**src/hw/flbr_params.svh**
```systemverilog
// Timing-free constants for the fault log block readout.
`ifndef FLBR_PARAMS_SVH
`define FLBR_PARAMS_SVH
`define FLBR_IMAGE_LEN 9'h0FF
`define FLBR_LAST_ADDR 8'hFE
`define FLBR_FIRST_ADDR 8'h00
`define FLBR_RSVD_FIRST 8'hEE
`define FLBR_INVALID_FIRST 8'hE8
`define FLBR_INVALID_LAST 8'hED
`define FLBR_LOOP_LEN 6'h2E
`define FLBR_LOOP_TOP 6'h2D
// In-loop index of image byte 0x00; the first whole loop begins at byte 0x26.
`define FLBR_LOOP_START 6'h25
`define FLBR_RSVD_VALUE 8'h00
`define FLBR_FIFO_DEPTH 32
`define FLBR_BYTE_W 8
`endif

```
**src/hw/flbr_fifo.sv**
```systemverilog
// Holds no logic: the byte FIFO module is declared beside the readout logic.

```
**src/hw/flbr_pkg.sv**
```systemverilog
// Types shared by the fault log block readout.
package flbr_pkg;
  typedef logic [7:0] flbr_byte_t;
  typedef enum logic [1:0] {
    FLBR_IDLE = 2'b00,
    FLBR_FILL = 2'b01,
    FLBR_DONE = 2'b11
  } flbr_state_e;
endpackage

```
**src/hw/flbr_readout.sv**
```systemverilog
// Fault log block readout: streams the 255-byte log image to the bus engine.
`timescale 1ns/1ps
`include "flbr_params.svh"
module flbr_readout import flbr_pkg::*; (
  input wire logic i_ref_clk,
  input wire logic i_rst,
  input wire logic i_block_start,
  output logic [7:0] o_log_addr,
  output logic o_log_req,
  input wire logic i_log_valid,
  input wire logic [7:0] i_log_data,
  input wire logic i_byte_req,
  output logic o_byte_valid,
  output logic [7:0] o_byte_data,
  output logic [7:0] o_byte_index,
  output logic o_byte_invalid,
  output logic o_byte_last,
  output logic [5:0] o_loop_index
);
  // ----------------------------------------------------------------
  // Fetch side
  // ----------------------------------------------------------------
  // Fetch state, the next image address and the one outstanding fetch.
  flbr_state_e state;
  logic [7:0] fetch_addr;
  logic pending;
  logic fifo_in_ready;
  logic fifo_in_valid;
  flbr_byte_t fifo_in_data;
  logic fifo_out_valid;
  flbr_byte_t fifo_out_data;
  logic [7:0] send_ptr;
  logic [5:0] loop_cnt;
  logic pop;

  // Reserved trailer bytes never touch the log store; they are zero-filled here.
  assign fifo_in_data = (fetch_addr >= `FLBR_RSVD_FIRST) ? `FLBR_RSVD_VALUE : i_log_data;
  // A byte is queued for every trailer address, or when the outstanding fetch is answered.
  assign fifo_in_valid = (state == FLBR_FILL) &&
                         ((fetch_addr >= `FLBR_RSVD_FIRST) || (pending && i_log_valid));
  // One fetch at a time: the request is a one-cycle pulse, so the log store must
  // latch it, and an answer that arrives with no fetch outstanding is ignored.
  assign o_log_req = (state == FLBR_FILL) && !pending && fifo_in_ready &&
                     (fetch_addr < `FLBR_RSVD_FIRST);
  // The store is addressed straight from the fetch pointer.
  assign o_log_addr = fetch_addr;

  // Fetch sequencer walks the image once per block read.
  always_ff @(posedge i_ref_clk or posedge i_rst) begin
    if (i_rst) begin
      state <= FLBR_IDLE;
      fetch_addr <= 8'h00;
      pending <= 1'b0;
    end else if (i_block_start) begin
      state <= FLBR_FILL;
      fetch_addr <= `FLBR_FIRST_ADDR;
      pending <= 1'b0;
    end else begin
      unique case (state)
        FLBR_IDLE: begin
          // Nothing to fetch until a block read starts.
          pending <= 1'b0;
        end
        FLBR_FILL: begin
          if (o_log_req) begin
            pending <= 1'b1;
          end
          // Each accepted byte moves the fetch on; the last one ends the fill.
          if (fifo_in_valid && fifo_in_ready) begin
            pending <= 1'b0;
            if (fetch_addr == `FLBR_LAST_ADDR) begin
              state <= FLBR_DONE;
            end else begin
              fetch_addr <= fetch_addr + 8'h01;
            end
          end
        end
        FLBR_DONE: begin
          // Whole image queued; wait for the next block read.
          pending <= 1'b0;
        end
        // The unused code falls back to idle rather than locking up.
        default: begin
          state <= FLBR_IDLE;
          pending <= 1'b0;
        end
      endcase
    end
  end

  // ----------------------------------------------------------------
  // Buffer
  // ----------------------------------------------------------------
  // Thirty-two entries let the fetch side run ahead of a stalled host.
  flbr_fifo #(
    .WIDTH(`FLBR_BYTE_W),
    .DEPTH(`FLBR_FIFO_DEPTH)
  ) u_fifo (
    .i_ref_clk(i_ref_clk),
    .i_rst(i_rst),
    .i_flush(i_block_start),
    .i_in_valid(fifo_in_valid),
    .o_in_ready(fifo_in_ready),
    .i_in_data(fifo_in_data),
    .o_out_valid(fifo_out_valid),
    .i_out_ready(i_byte_req),
    .o_out_data(fifo_out_data)
  );

  // ----------------------------------------------------------------
  // Send side
  // ----------------------------------------------------------------
  // The bus engine stalls the FIFO by holding off its byte request.
  assign pop = fifo_out_valid && i_byte_req && !i_block_start;
  assign o_byte_valid = fifo_out_valid;
  assign o_byte_data = fifo_out_data;
  assign o_byte_index = send_ptr;
  assign o_loop_index = loop_cnt;
  // The last flag lets the bus engine close the block read on the final byte.
  assign o_byte_last = (send_ptr == `FLBR_LAST_ADDR);
  // Marks the truncated loop tail; the host must discard these bytes.
  assign o_byte_invalid = (send_ptr >= `FLBR_INVALID_FIRST) &&
                          (send_ptr <= `FLBR_INVALID_LAST);

  // Send pointer follows each byte handed to the bus.
  always_ff @(posedge i_ref_clk or posedge i_rst) begin
    if (i_rst) begin
      send_ptr <= 8'h00;
    end else if (i_block_start) begin
      send_ptr <= `FLBR_FIRST_ADDR;
    end else if (pop && send_ptr != `FLBR_LAST_ADDR) begin
      // The pointer parks on the last address once the image has gone out.
      send_ptr <= send_ptr + 8'h01;
    end
  end

  // ----------------------------------------------------------------
  // Loop position
  // ----------------------------------------------------------------
  // In-loop index counts 45 down to 0 and wraps. The loops sit behind a log
  // header, so image byte 0x00 starts part way through a count; the index shown
  // for header bytes has no meaning and only keeps the wrap aligned.
  always_ff @(posedge i_ref_clk or posedge i_rst) begin
    if (i_rst) begin
      loop_cnt <= `FLBR_LOOP_START;
    end else if (i_block_start) begin
      loop_cnt <= `FLBR_LOOP_START;
    end else if (pop) begin
      loop_cnt <= (loop_cnt == 6'h00) ? `FLBR_LOOP_TOP : loop_cnt - 6'h01;
    end
  end
endmodule

// ----------------------------------------------------------------
// Byte buffer
// ----------------------------------------------------------------
// Queue between the log fetch and the bus engine; DEPTH must be a power of two,
// since the pointers wrap by plain overflow.
module flbr_fifo #(
  parameter int WIDTH = 8,
  parameter int DEPTH = 32
) (
  input wire logic i_ref_clk,
  input wire logic i_rst,
  input wire logic i_flush,
  input wire logic i_in_valid,
  output logic o_in_ready,
  input wire logic [WIDTH-1:0] i_in_data,
  output logic o_out_valid,
  input wire logic i_out_ready,
  output logic [WIDTH-1:0] o_out_data
);
  // One spare pointer bit tells a full buffer from an empty one.
  localparam int AW = $clog2(DEPTH);
  logic [WIDTH-1:0] mem [DEPTH];
  logic [AW:0] wr_ptr;
  logic [AW:0] rd_ptr;
  logic push;
  logic pop;

  // Full when the pointers differ only in the spare bit; empty when they match.
  assign o_in_ready = (wr_ptr[AW] == rd_ptr[AW]) ||
                      (wr_ptr[AW-1:0] != rd_ptr[AW-1:0]);
  assign o_out_valid = (wr_ptr != rd_ptr);
  assign push = i_in_valid && o_in_ready;
  assign pop = o_out_valid && i_out_ready;
  // The head word is read without a register so a queued byte stands at once.
  assign o_out_data = mem[rd_ptr[AW-1:0]];

  // Storage is written only, never reset, to keep it a plain RAM.
  always_ff @(posedge i_ref_clk) begin
    if (push) begin
      mem[wr_ptr[AW-1:0]] <= i_in_data;
    end
  end

  // Pointers; a flush drops everything queued for an aborted read.
  always_ff @(posedge i_ref_clk or posedge i_rst) begin
    if (i_rst) begin
      wr_ptr <= '0;
      rd_ptr <= '0;
    end else if (i_flush) begin
      wr_ptr <= '0;
      rd_ptr <= '0;
    end else begin
      if (push) begin
        wr_ptr <= wr_ptr + (AW+1)'(1);
      end
      if (pop) begin
        rd_ptr <= rd_ptr + (AW+1)'(1);
      end
    end
  end
endmodule

```
**config.mk**
```make
export PLATFORM = sky130hd
export DESIGN_NAME = flbr_readout
export DESIGN_NICKNAME = d
export VERILOG_FILES = /design/src/hw/flbr_fifo.sv /design/src/hw/flbr_pkg.sv /design/src/hw/flbr_readout.sv
export VERILOG_INCLUDE_DIRS = /design/src /design/src/hw
export SDC_FILE = /design/constraint.sdc
export NUM_CORES = 1
export LEC_CHECK = 0
export BUFFER_PORTS_ARGS = -buffer_cell sky130_fd_sc_hd__buf_2
export CORE_UTILIZATION = 60
export DETAILED_ROUTE_END_ITERATION = 7
export PLACE_DENSITY = 0.78
export SYNTH_ARGS = -nofsm -noshare
export SYNTH_HDL_FRONTEND = slang
export SYNTH_SLANG_ARGS = --single-unit
```
**constraint.sdc**
```tcl
create_clock -name i_ref_clk -period 4.6 [get_ports i_ref_clk]
set_clock_uncertainty 0.2 [all_clocks]
set_input_delay 0.46 -clock i_ref_clk [delete_from_list [all_inputs] [get_ports i_ref_clk]]
set_output_delay 0.46 -clock i_ref_clk [all_outputs]
set_load 0.02 [all_outputs]
```
After elaboration in Yosys (flattened, before gate mapping)
Memories as Yosys holds them, arrays and structs flattened.
Cells that the tools add are included.
{"block": "classes", "addsub": 5, "magnitude_cmp": 4, "n_eq_ne": 13, "muxes": 24, "n_reduce_logical": 24}
{"operator": "$mux W8", "count": 7}
{"operator": "$mux W6", "count": 7}
{"operator": "$add A8 B1 Y8 const B", "count": 2}
{"operator": "$eq A8 B8 Y1 const B", "count": 2}
{"operator": "$ge A8 B8 Y1 const B", "count": 2}
{"operator": "$add A6 B1 Y6 const B", "count": 2}
{"operator": "$logic_and A1 B1 Y1", "count": 10}
{"operator": "$reduce_bool A2 Y1", "count": 5}
{"operator": "$le A8 B8 Y1 const B", "count": 1}
{"operator": "$lt A8 B8 Y1 const B", "count": 1}
{"operator": "$ne A8 B8 Y1 const B", "count": 1}
{"operator": "$logic_not A6 Y1", "count": 1}
{"operator": "$mux W1", "count": 6}
{"operator": "$mux W2", "count": 3}
{"operator": "$ne A3 B2 Y1 const B", "count": 2}
{"operator": "$ne A6 B6 Y1", "count": 1}
{"operator": "$reduce_and A3 Y1", "count": 2}
{"operator": "$sub A6 B1 Y6 const B", "count": 1}
{"operator": "$ne A5 B5 Y1", "count": 1}
{"operator": "$ne A4 B3 Y1 const B", "count": 1}
{"operator": "$pmux W2 S2", "count": 1}
{"operator": "$eq A2 B1 Y1 const B", "count": 1}
{"operator": "$eq A2 B2 Y1 const B", "count": 1}
{"operator": "$logic_not A1 Y1", "count": 2}
{"operator": "6 further kinds", "count": 7}
{"block": "word_totals", "ff_bits": 37, "ramBits": 256, "inputBits": 13, "output_inout_bits": 34, "word_cells": 78, "memories": 1}
{"name": "u_fifo.mem", "words": 32, "width": 8, "rd": 1, "rd_clocked_by_memory_dff": 0, "wr": 1, "line_no": "flbr_readout.sv:175", "text": "logic [WIDTH-1:0] mem [DEPTH];"}

Longest topological paths before layout
Gate-level depths: netlist of the first run.
{"block": "logic_depth", "depth_word": 8, "depth_mapped": 8, "depth_no_buf": 7}

By module
Synthesis of the first run repeated with hierarchy kept, for this count alone.
{"block": "hier_totals", "cells_unflattened": 660, "area_unflattened_um2": 12145.4}
{"module": "flbr_fifo", "n_inst": 1, "cells_per_inst": 491, "area_each_um2": 10635.2, "seq_area_each_um2": 7987.7}
{"module": "flbr_readout", "n_inst": 1, "cells_per_inst": 169, "area_each_um2": 1510.2, "seq_area_each_um2": 629.4}

Worst setup path before layout of the first run
No wires, ideal clock.
{"block": "synth_path", "path_type": "register to output", "from": "reg u_fifo.rd_ptr[1]", "to": "out o_byte_data[7]", "t_arrival_ps": 2171, "t_required_ps": 3940, "path_slack_ps": 1769, "stages_incl_launch_ff": 7, "path_buffers": 3, "path_cell_list": "dfrtp_1 -> clkbuf_1 -> buf_2 -> clkbuf_1 -> mux4_2 -> mux4_2 -> mux2_2"}
{"block": "synth_between", "elab_chain_len": 1}
{"item": "from (decl)", "line_no": "flbr_readout.sv:177", "text": "logic [AW:0] rd_ptr;"}
{"item": "from (signal assigned)", "line_no": "flbr_readout.sv:210", "text": "rd_ptr <= rd_ptr + (AW+1)'(1);"}
{"item": "$mem_v2 Z32 W8"}
{"item": "to (decl)", "line_no": "flbr_readout.sv:14", "text": "output logic [7:0] o_byte_data,"}
Every way passes these cells.

Final worst setup path of the first run
{"block": "layout_path", "from": "reg u_fifo.rd_ptr[0]", "to": "out o_byte_data[5]"}
The elaborated chain is that of the path after synthesis.

==> flow_metrics.py, run 1 <==
metrics = {
    "outcome": {
        "status": "finished clean",
    },
    "drt": {
        "vias": 6446,
        "vias_per_cell": 6.48,
        "first_pass_iters": 5,
        "route.detailed.drc": 0,
        "drt_iter0_drc": 454,
        "detail-route-antenna-nets": 0,
        "post_drt_wl_per_cell_um": 25.8,
        "drt-total-wl_um": 25700,
    },
    "timing": {
        "max_slew_margin": 0.178,
        "setup_tns_ns": 0,
        "whs_ns": 0.157,
        "fmaxAchievable_mhz": 250,
        "period_needed_ns": 4.00,
        "hold_viol": 0,
        "worst_slew_pin_slew_ns": 1.23,
        "finalMaxSlewViolations": 0,
        "rsz0062_at_grt": "false",
        "fin_crit_sh": 0.869,
        "setup_viol": 0,
    },
    "clock_network": {
        "clockBufferDepth": 3,
        "clock_sinks": 293,
        "root_buffer": "clkbuf_16",
        "postCtsSetupBuffers": 0,
        "clk_pin_slew_ns": 0.06,
        "clk_latency_ns": 0.53,
        "h-tree-depth": 1,
        "cts_buffers": 28,
        "cts_resized": 0,
        "cts_tree": "built",
        "hold_buffers": 1,
    },
    "global_routing": {
        "use_met1": 0.354,
        "grt_pass1_wl_um": 39100,
        "overflow": 0,
        "grt_pass1_vias": 6576,
        "met3_usage": 0.0286,
        "gr-usage-met2": 0.422,
        "busiest_layer": "met2",
        "grt_antenna_before_repair": 0,
        "grtUsageTotal": 0.252,
        "grt_max_degree": 65,
    },
    "pwr": {
        "p_per_area_nw_per_um2": 403,
        "peakVddDrop_v": 0.000268,
        "p_leak_uw": 0.00471,
        "power.total_uw": 5530,
    },
    "place": {
        "io_buffers": 46,
        "hpwl_um": 15500,
        "gp_congestion": 0.758,
    },
    "cells_and_area": {
        "finalCoreUtilization": 0.695,
        "drive_gt1_frac": 0.252,
        "syn2layout_area_growth_pct": 11.8,
        "insertedDiodeCount": 0,
        "nNetsFinal": 736,
    },
    "logic_synthesis": {
        "syn_area_um2": 12300,
        "synth_area_leaders": "edfxtp_1, mux4_2, dfrtp_1",
        "yosys.area.top_type": "edfxtp_1",
        "synth.top_cell.area_share": 0.627,
        "avgSynthCellArea_um2": 18.7,
        "ys_seq_elements": 293,
        "seq_area_frac_synth": 0.703,
        "synth_cells": 656,
        "synth_commonest_cells": "edfxtp_1, mux4_2, dfrtp_1",
        "synth-main-ff-cell": "edfxtp_1",
        "synth_edf_count": 256,
        "async_reset_ff_frac": 0.126,
        "synth_most_common_cell": "edfxtp_1",
        "ys_types": 52,
        "syn-num-nets": 683,
        "ys_warn_count": 0,
    },
    "die": {
        "initial_core_util": 0.622,
        "core_um2": 19700,
        "die_y_um": 145,
        "dieArea_um2": 21000,
        "rows": 51,
        "die_x_um": 145,
        "io_pins": 47,
    },
    "hold_path": {
        "worstHoldStart": "i_byte_req",
        "worstHoldPathType": "in -> reg",
        "worstHoldPathCells": 4,
        "hold_end": "u_fifo.rd_ptr[4]",
    },
    "critical_path": {
        "r2r_start": "o_log_addr[1]",
        "r2r_slack_ns": 1.38,
        "critical_path_arrival_ns": 3.34,
        "worst_setup_path_start_kind": "flop",
        "path_max_fanout": 28,
        "cp-end-kind": "primary output",
        "regToRegEndpoint": "u_fifo.mem[20][5]",
        "reg2reg_depth": 5,
        "required_ns": 3.94,
        "critPathKind": "reg -> out",
    },
    "job": {
        "cap_viol_max_count": 0,
    },
}
stage by stage:
step | std cells | instance area [um^2] | setup slack, ns
global placement | 943 | 12700 | 1.14
global route | 994 | 13700 | 0.404
floorplan | 656 | 12300 | 1.77
detailed placement | 943 | 12700 | 1.08
CTS | 994 | 13700 | 0.509
finish | 994 | 13700 | 0.601
cells by family after synthesis:
group	Yosys count	share of synthesized area
adder cells (fa/ha/maj)	14	0.0143
buffers and inverters	50	0.0203
AO/OA/AOI/OAI	53	0.0276
XOR/XNOR	15	0.0107
multiplexers	96	0.163
AND/OR/NAND/NOR	135	0.0613
flip-flops	293	0.703
cell usage in the layout, fill, tap and decap left out, types with 14 or more instances in the layout:
master       n
nor2_1      27
and3_1      31
a21oi_1     16
clkbuf_16   29
mux4_2      74
buf_2       46
ha_1        14
inv_1       16
dfrtp_1     32
edfxtp_1   256
routing by layer:
metal  up-vias  wire length, um
met3        36             1750
li1       2756                -
met2       319            13100
met4         0              498
met5         -                0
met1      3335            10300
flip-flops by register name, summed over array words and instances (netlist names):
signal / flops
u_fifo.mem: 256
o_loop_index: 6
o_log_addr: 8
pending: 1
u_fifo.wr_ptr: 6
o_byte_index: 8
state: 2
u_fifo.rd_ptr: 6
worst max-delay path: stages (launching register included):
cell and delay, ns:
dfrtp_4 0.78, buf_4 0.47, mux4_1 0.62, mux4_2 0.49, mux2_2 0.27, buf_2 0.16
report_power, final:
group	switching (uW)	total, uW	internal, uW	leakage [uW]
logic	117	202	85.1	0.00144
registers	16.1	2910	2900	0.00280
clock network	933	2420	1480	0.000469
worst max path at each step:
stage,cells after the start,end,start
after floorplan,6,o_byte_data[7],u_fifo.rd_ptr[1]
after global placement,5,o_byte_data[5],u_fifo.rd_ptr[0]
after detailed placement,5,o_byte_data[5],u_fifo.rd_ptr[0]
after CTS,5,o_byte_data[5],u_fifo.rd_ptr[0]
after global routing,5,o_byte_data[5],u_fifo.rd_ptr[0]
final,5,o_byte_data[5],u_fifo.rd_ptr[0]
cell type report:
type,count,area [um^2]
Clock buffer,35,748
Clock inverter,15,225
Fill cell,1187,6000
Inverter,16,60.1
Multi-Input combinational cell,313,3400
Sequential cell,293,8620
Tap cell,265,332
Timing Repair Buffer,57,328
No activity file was read; power rests on OpenSTA's default activity.
==> inputs of run 2 (changes only) <==
--- a/config.mk
+++ b/config.mk
@@ -6,10 +6,10 @@
 export SDC_FILE = /design/constraint.sdc
 export NUM_CORES = 1
 export LEC_CHECK = 0
-export BUFFER_PORTS_ARGS = -buffer_cell sky130_fd_sc_hd__buf_2
-export CORE_UTILIZATION = 60
+export BUFFER_PORTS_ARGS = -buffer_cell sky130_fd_sc_hd__buf_4
+export CORE_UTILIZATION = 56
 export DETAILED_ROUTE_END_ITERATION = 7
-export PLACE_DENSITY = 0.78
+export PLACE_DENSITY = 0.76
 export SYNTH_ARGS = -nofsm -noshare
 export SYNTH_HDL_FRONTEND = slang
 export SYNTH_SLANG_ARGS = --single-unit
==> constraint.sdc (replaced) <==
create_clock -name i_ref_clk -period 3.5 [get_ports i_ref_clk]
set_clock_uncertainty 0.2 [all_clocks]
set_input_delay 0.35 -clock i_ref_clk [delete_from_list [all_inputs] [get_ports i_ref_clk]]
set_output_delay 0.35 -clock i_ref_clk [all_outputs]
set_load 0.02 [all_outputs]
==> flow_metrics.py, run 2 (same netlist as run 1, synthesis figures left out) <==
metrics = {
    "timing": {
        "finalMaxSlewViolations": 0,
        "hold_viol": 0,
        "worst_slack_ns": 0.0783,
        "worst_slew_pin_slew_ns": 1.02,
        "setup_tns_ns": 0,
        "max_slew_margin": 0.319,
        "fmaxAchievable_mhz": 292,
        "setup_viol": 0,
        "rsz0062_at_grt": "false",
        "period_needed_ns": 3.42,
        "fin_crit_sh": 0.978,
    },
    "clock_network": {
        "h-tree-depth": 1,
        "cts_buffers": 31,
        "root_buffer": "clkbuf_16",
        "clk_pin_slew_ns": 0.06,
        "clk_latency_ns": 0.54,
        "clockBufferDepth": 3,
        "cts_tree": "built",
        "clock_sinks": 293,
    },
    "drt": {
        "route.detailed.drc": 0,
        "vias": 6474,
        "vias_per_cell": 6.29,
        "drt_iter0_drc": 624,
        "post_drt_wl_per_cell_um": 25.8,
        "drt-total-wl_um": 26600,
        "first_pass_iters": 5,
        "detail-route-antenna-nets": 0,
    },
    "global_routing": {
        "busiest_layer": "met2",
        "use_met1": 0.348,
        "grt_max_degree": 65,
        "met3_usage": 0.0506,
        "grt_antenna_before_repair": 1,
        "grt_pass1_wl_um": 40800,
        "gr-usage-met2": 0.409,
        "grtUsageTotal": 0.251,
        "grt_pass1_vias": 6776,
        "overflow": 0,
    },
    "cells_and_area": {
        "largest_reg_flops": 256,
        "finalCoreUtilization": 0.662,
        "seq_area_um2": 8620,
        "syn2layout_area_growth_pct": 14.6,
        "drive_gt1_frac": 0.273,
        "fillCellCount": 1383,
        "final_cell_mix": "edfxtp_1, mux4_2, buf_4",
        "multiInputGateArea_um2": 3400,
        "nNetsFinal": 760,
        "insertedDiodeCount": 0,
        "stdcell_count": 1029,
        "final_common_cell": "edfxtp_1",
    },
    "die": {
        "rows": 53,
        "core_um2": 21200,
        "io_pins": 47,
        "die_x_um": 150,
        "die_y_um": 150,
        "dieArea_um2": 22500,
        "initial_core_util": 0.578,
    },
    "critical_path": {
        "cp-end-kind": "primary output",
        "path_max_fanout": 12,
        "critical_path_arrival_ns": 2.87,
        "worst_setup_path_start_kind": "flop",
        "required_ns": 2.95,
        "critPathKind": "reg -> out",
    },
    "job": {
        "cap_viol_max_count": 0,
    },
    "outcome": {
        "status": "finished clean",
    },
    "place": {
        "gp_congestion": 0.833,
        "dp_slack_ns": 0.462,
        "io_buffers": 46,
        "place_inst": 969,
        "hpwl_um": 16000,
    },
    "pwr": {
        "p_leak_uw": 0.00483,
        "p_per_area_nw_per_um2": 506,
        "peakVddDrop_v": 0.000303,
    },
    "hold_path": {
        "worstHoldPathType": "in -> reg",
    },
}
[run 2: changes by cell type in the layout (fill, tap and decap cells not counted), sizes merged]
cell | previous run | this run
bufinv | 6 | 0
clkinv | 8 | 5
clkbuf | 35 | 47
clkinvlp | 1 | 2
buf | 56 | 77
[run 2: critical path, stage by stage, from the launching register on]
cell and delay, ns:
dfrtp_4 0.54, buf_12 0.14, buf_16 0.16, mux4_2 0.49, mux4_2 0.53, mux2_2 0.29, buf_4 0.16
[run 2: routing by layer]
layer | routed length (um) | vias up
met1 | 10800 | 3306
met3 | 2150 | 42
met2 | 13100 | 323
met4 | 531 | 0
met5 | 0 | -
li1 | - | 2803
[run 2: cell type report]
class                           instances  area share
Multi-Input combinational cell        313       0.242
Tap cell                              275      0.0245
Timing Repair Buffer                   78      0.0500
Inverter                               16     0.00427
Clock inverter                          7     0.00285
Clock buffer                           47      0.0630
Sequential cell                       293       0.614
[run 2: repair_timing]
action,4_1_cts,5_1_grt
cloned,2,0
gates resized for setup,0,2
endpoints found under the setup margin,2,6
hold buffers,1,0
setup buffers,1,2
endpoints found under the hold margin,20,0
[run 2: through the flow]
step                      instance area (um^2)  hold slack [ns]  power (uW)
after floorplan                          12300            0.264        4090
after global placement                   13000            0.272        4200
after detailed placement                 13000            0.310        4210
after CTS                                14000           0.0217        7150
after global routing                     14100           0.0528        7310
final                                    14100           0.0310        7110
[run 2: where the power goes]
group | switching, uW | internal (uW) | leakage (uW)
Sequential | 12.2 | 3810 | 0.00280
Combinational | 184 | 151 | 0.00160
Clock | 1230 | 1730 | 0.000444
[run 2: worst paths after layout]
path	from	cells after the start	to	slack [ns]
hold reg to reg	state[1]	1	state[1]	0.32
hold / removal	i_byte_req	4	u_fifo.rd_ptr[3]	0.03
setup reg to reg	o_log_addr[1]	5	u_fifo.mem[20][6]	0.36
min in group asynchronous	i_rst	3	o_byte_index[5]	0.35
setup / recovery	u_fifo.rd_ptr[0]	6	o_byte_data[3]	0.08
max in group asynchronous	i_rst	4	o_loop_index[5]	1.93
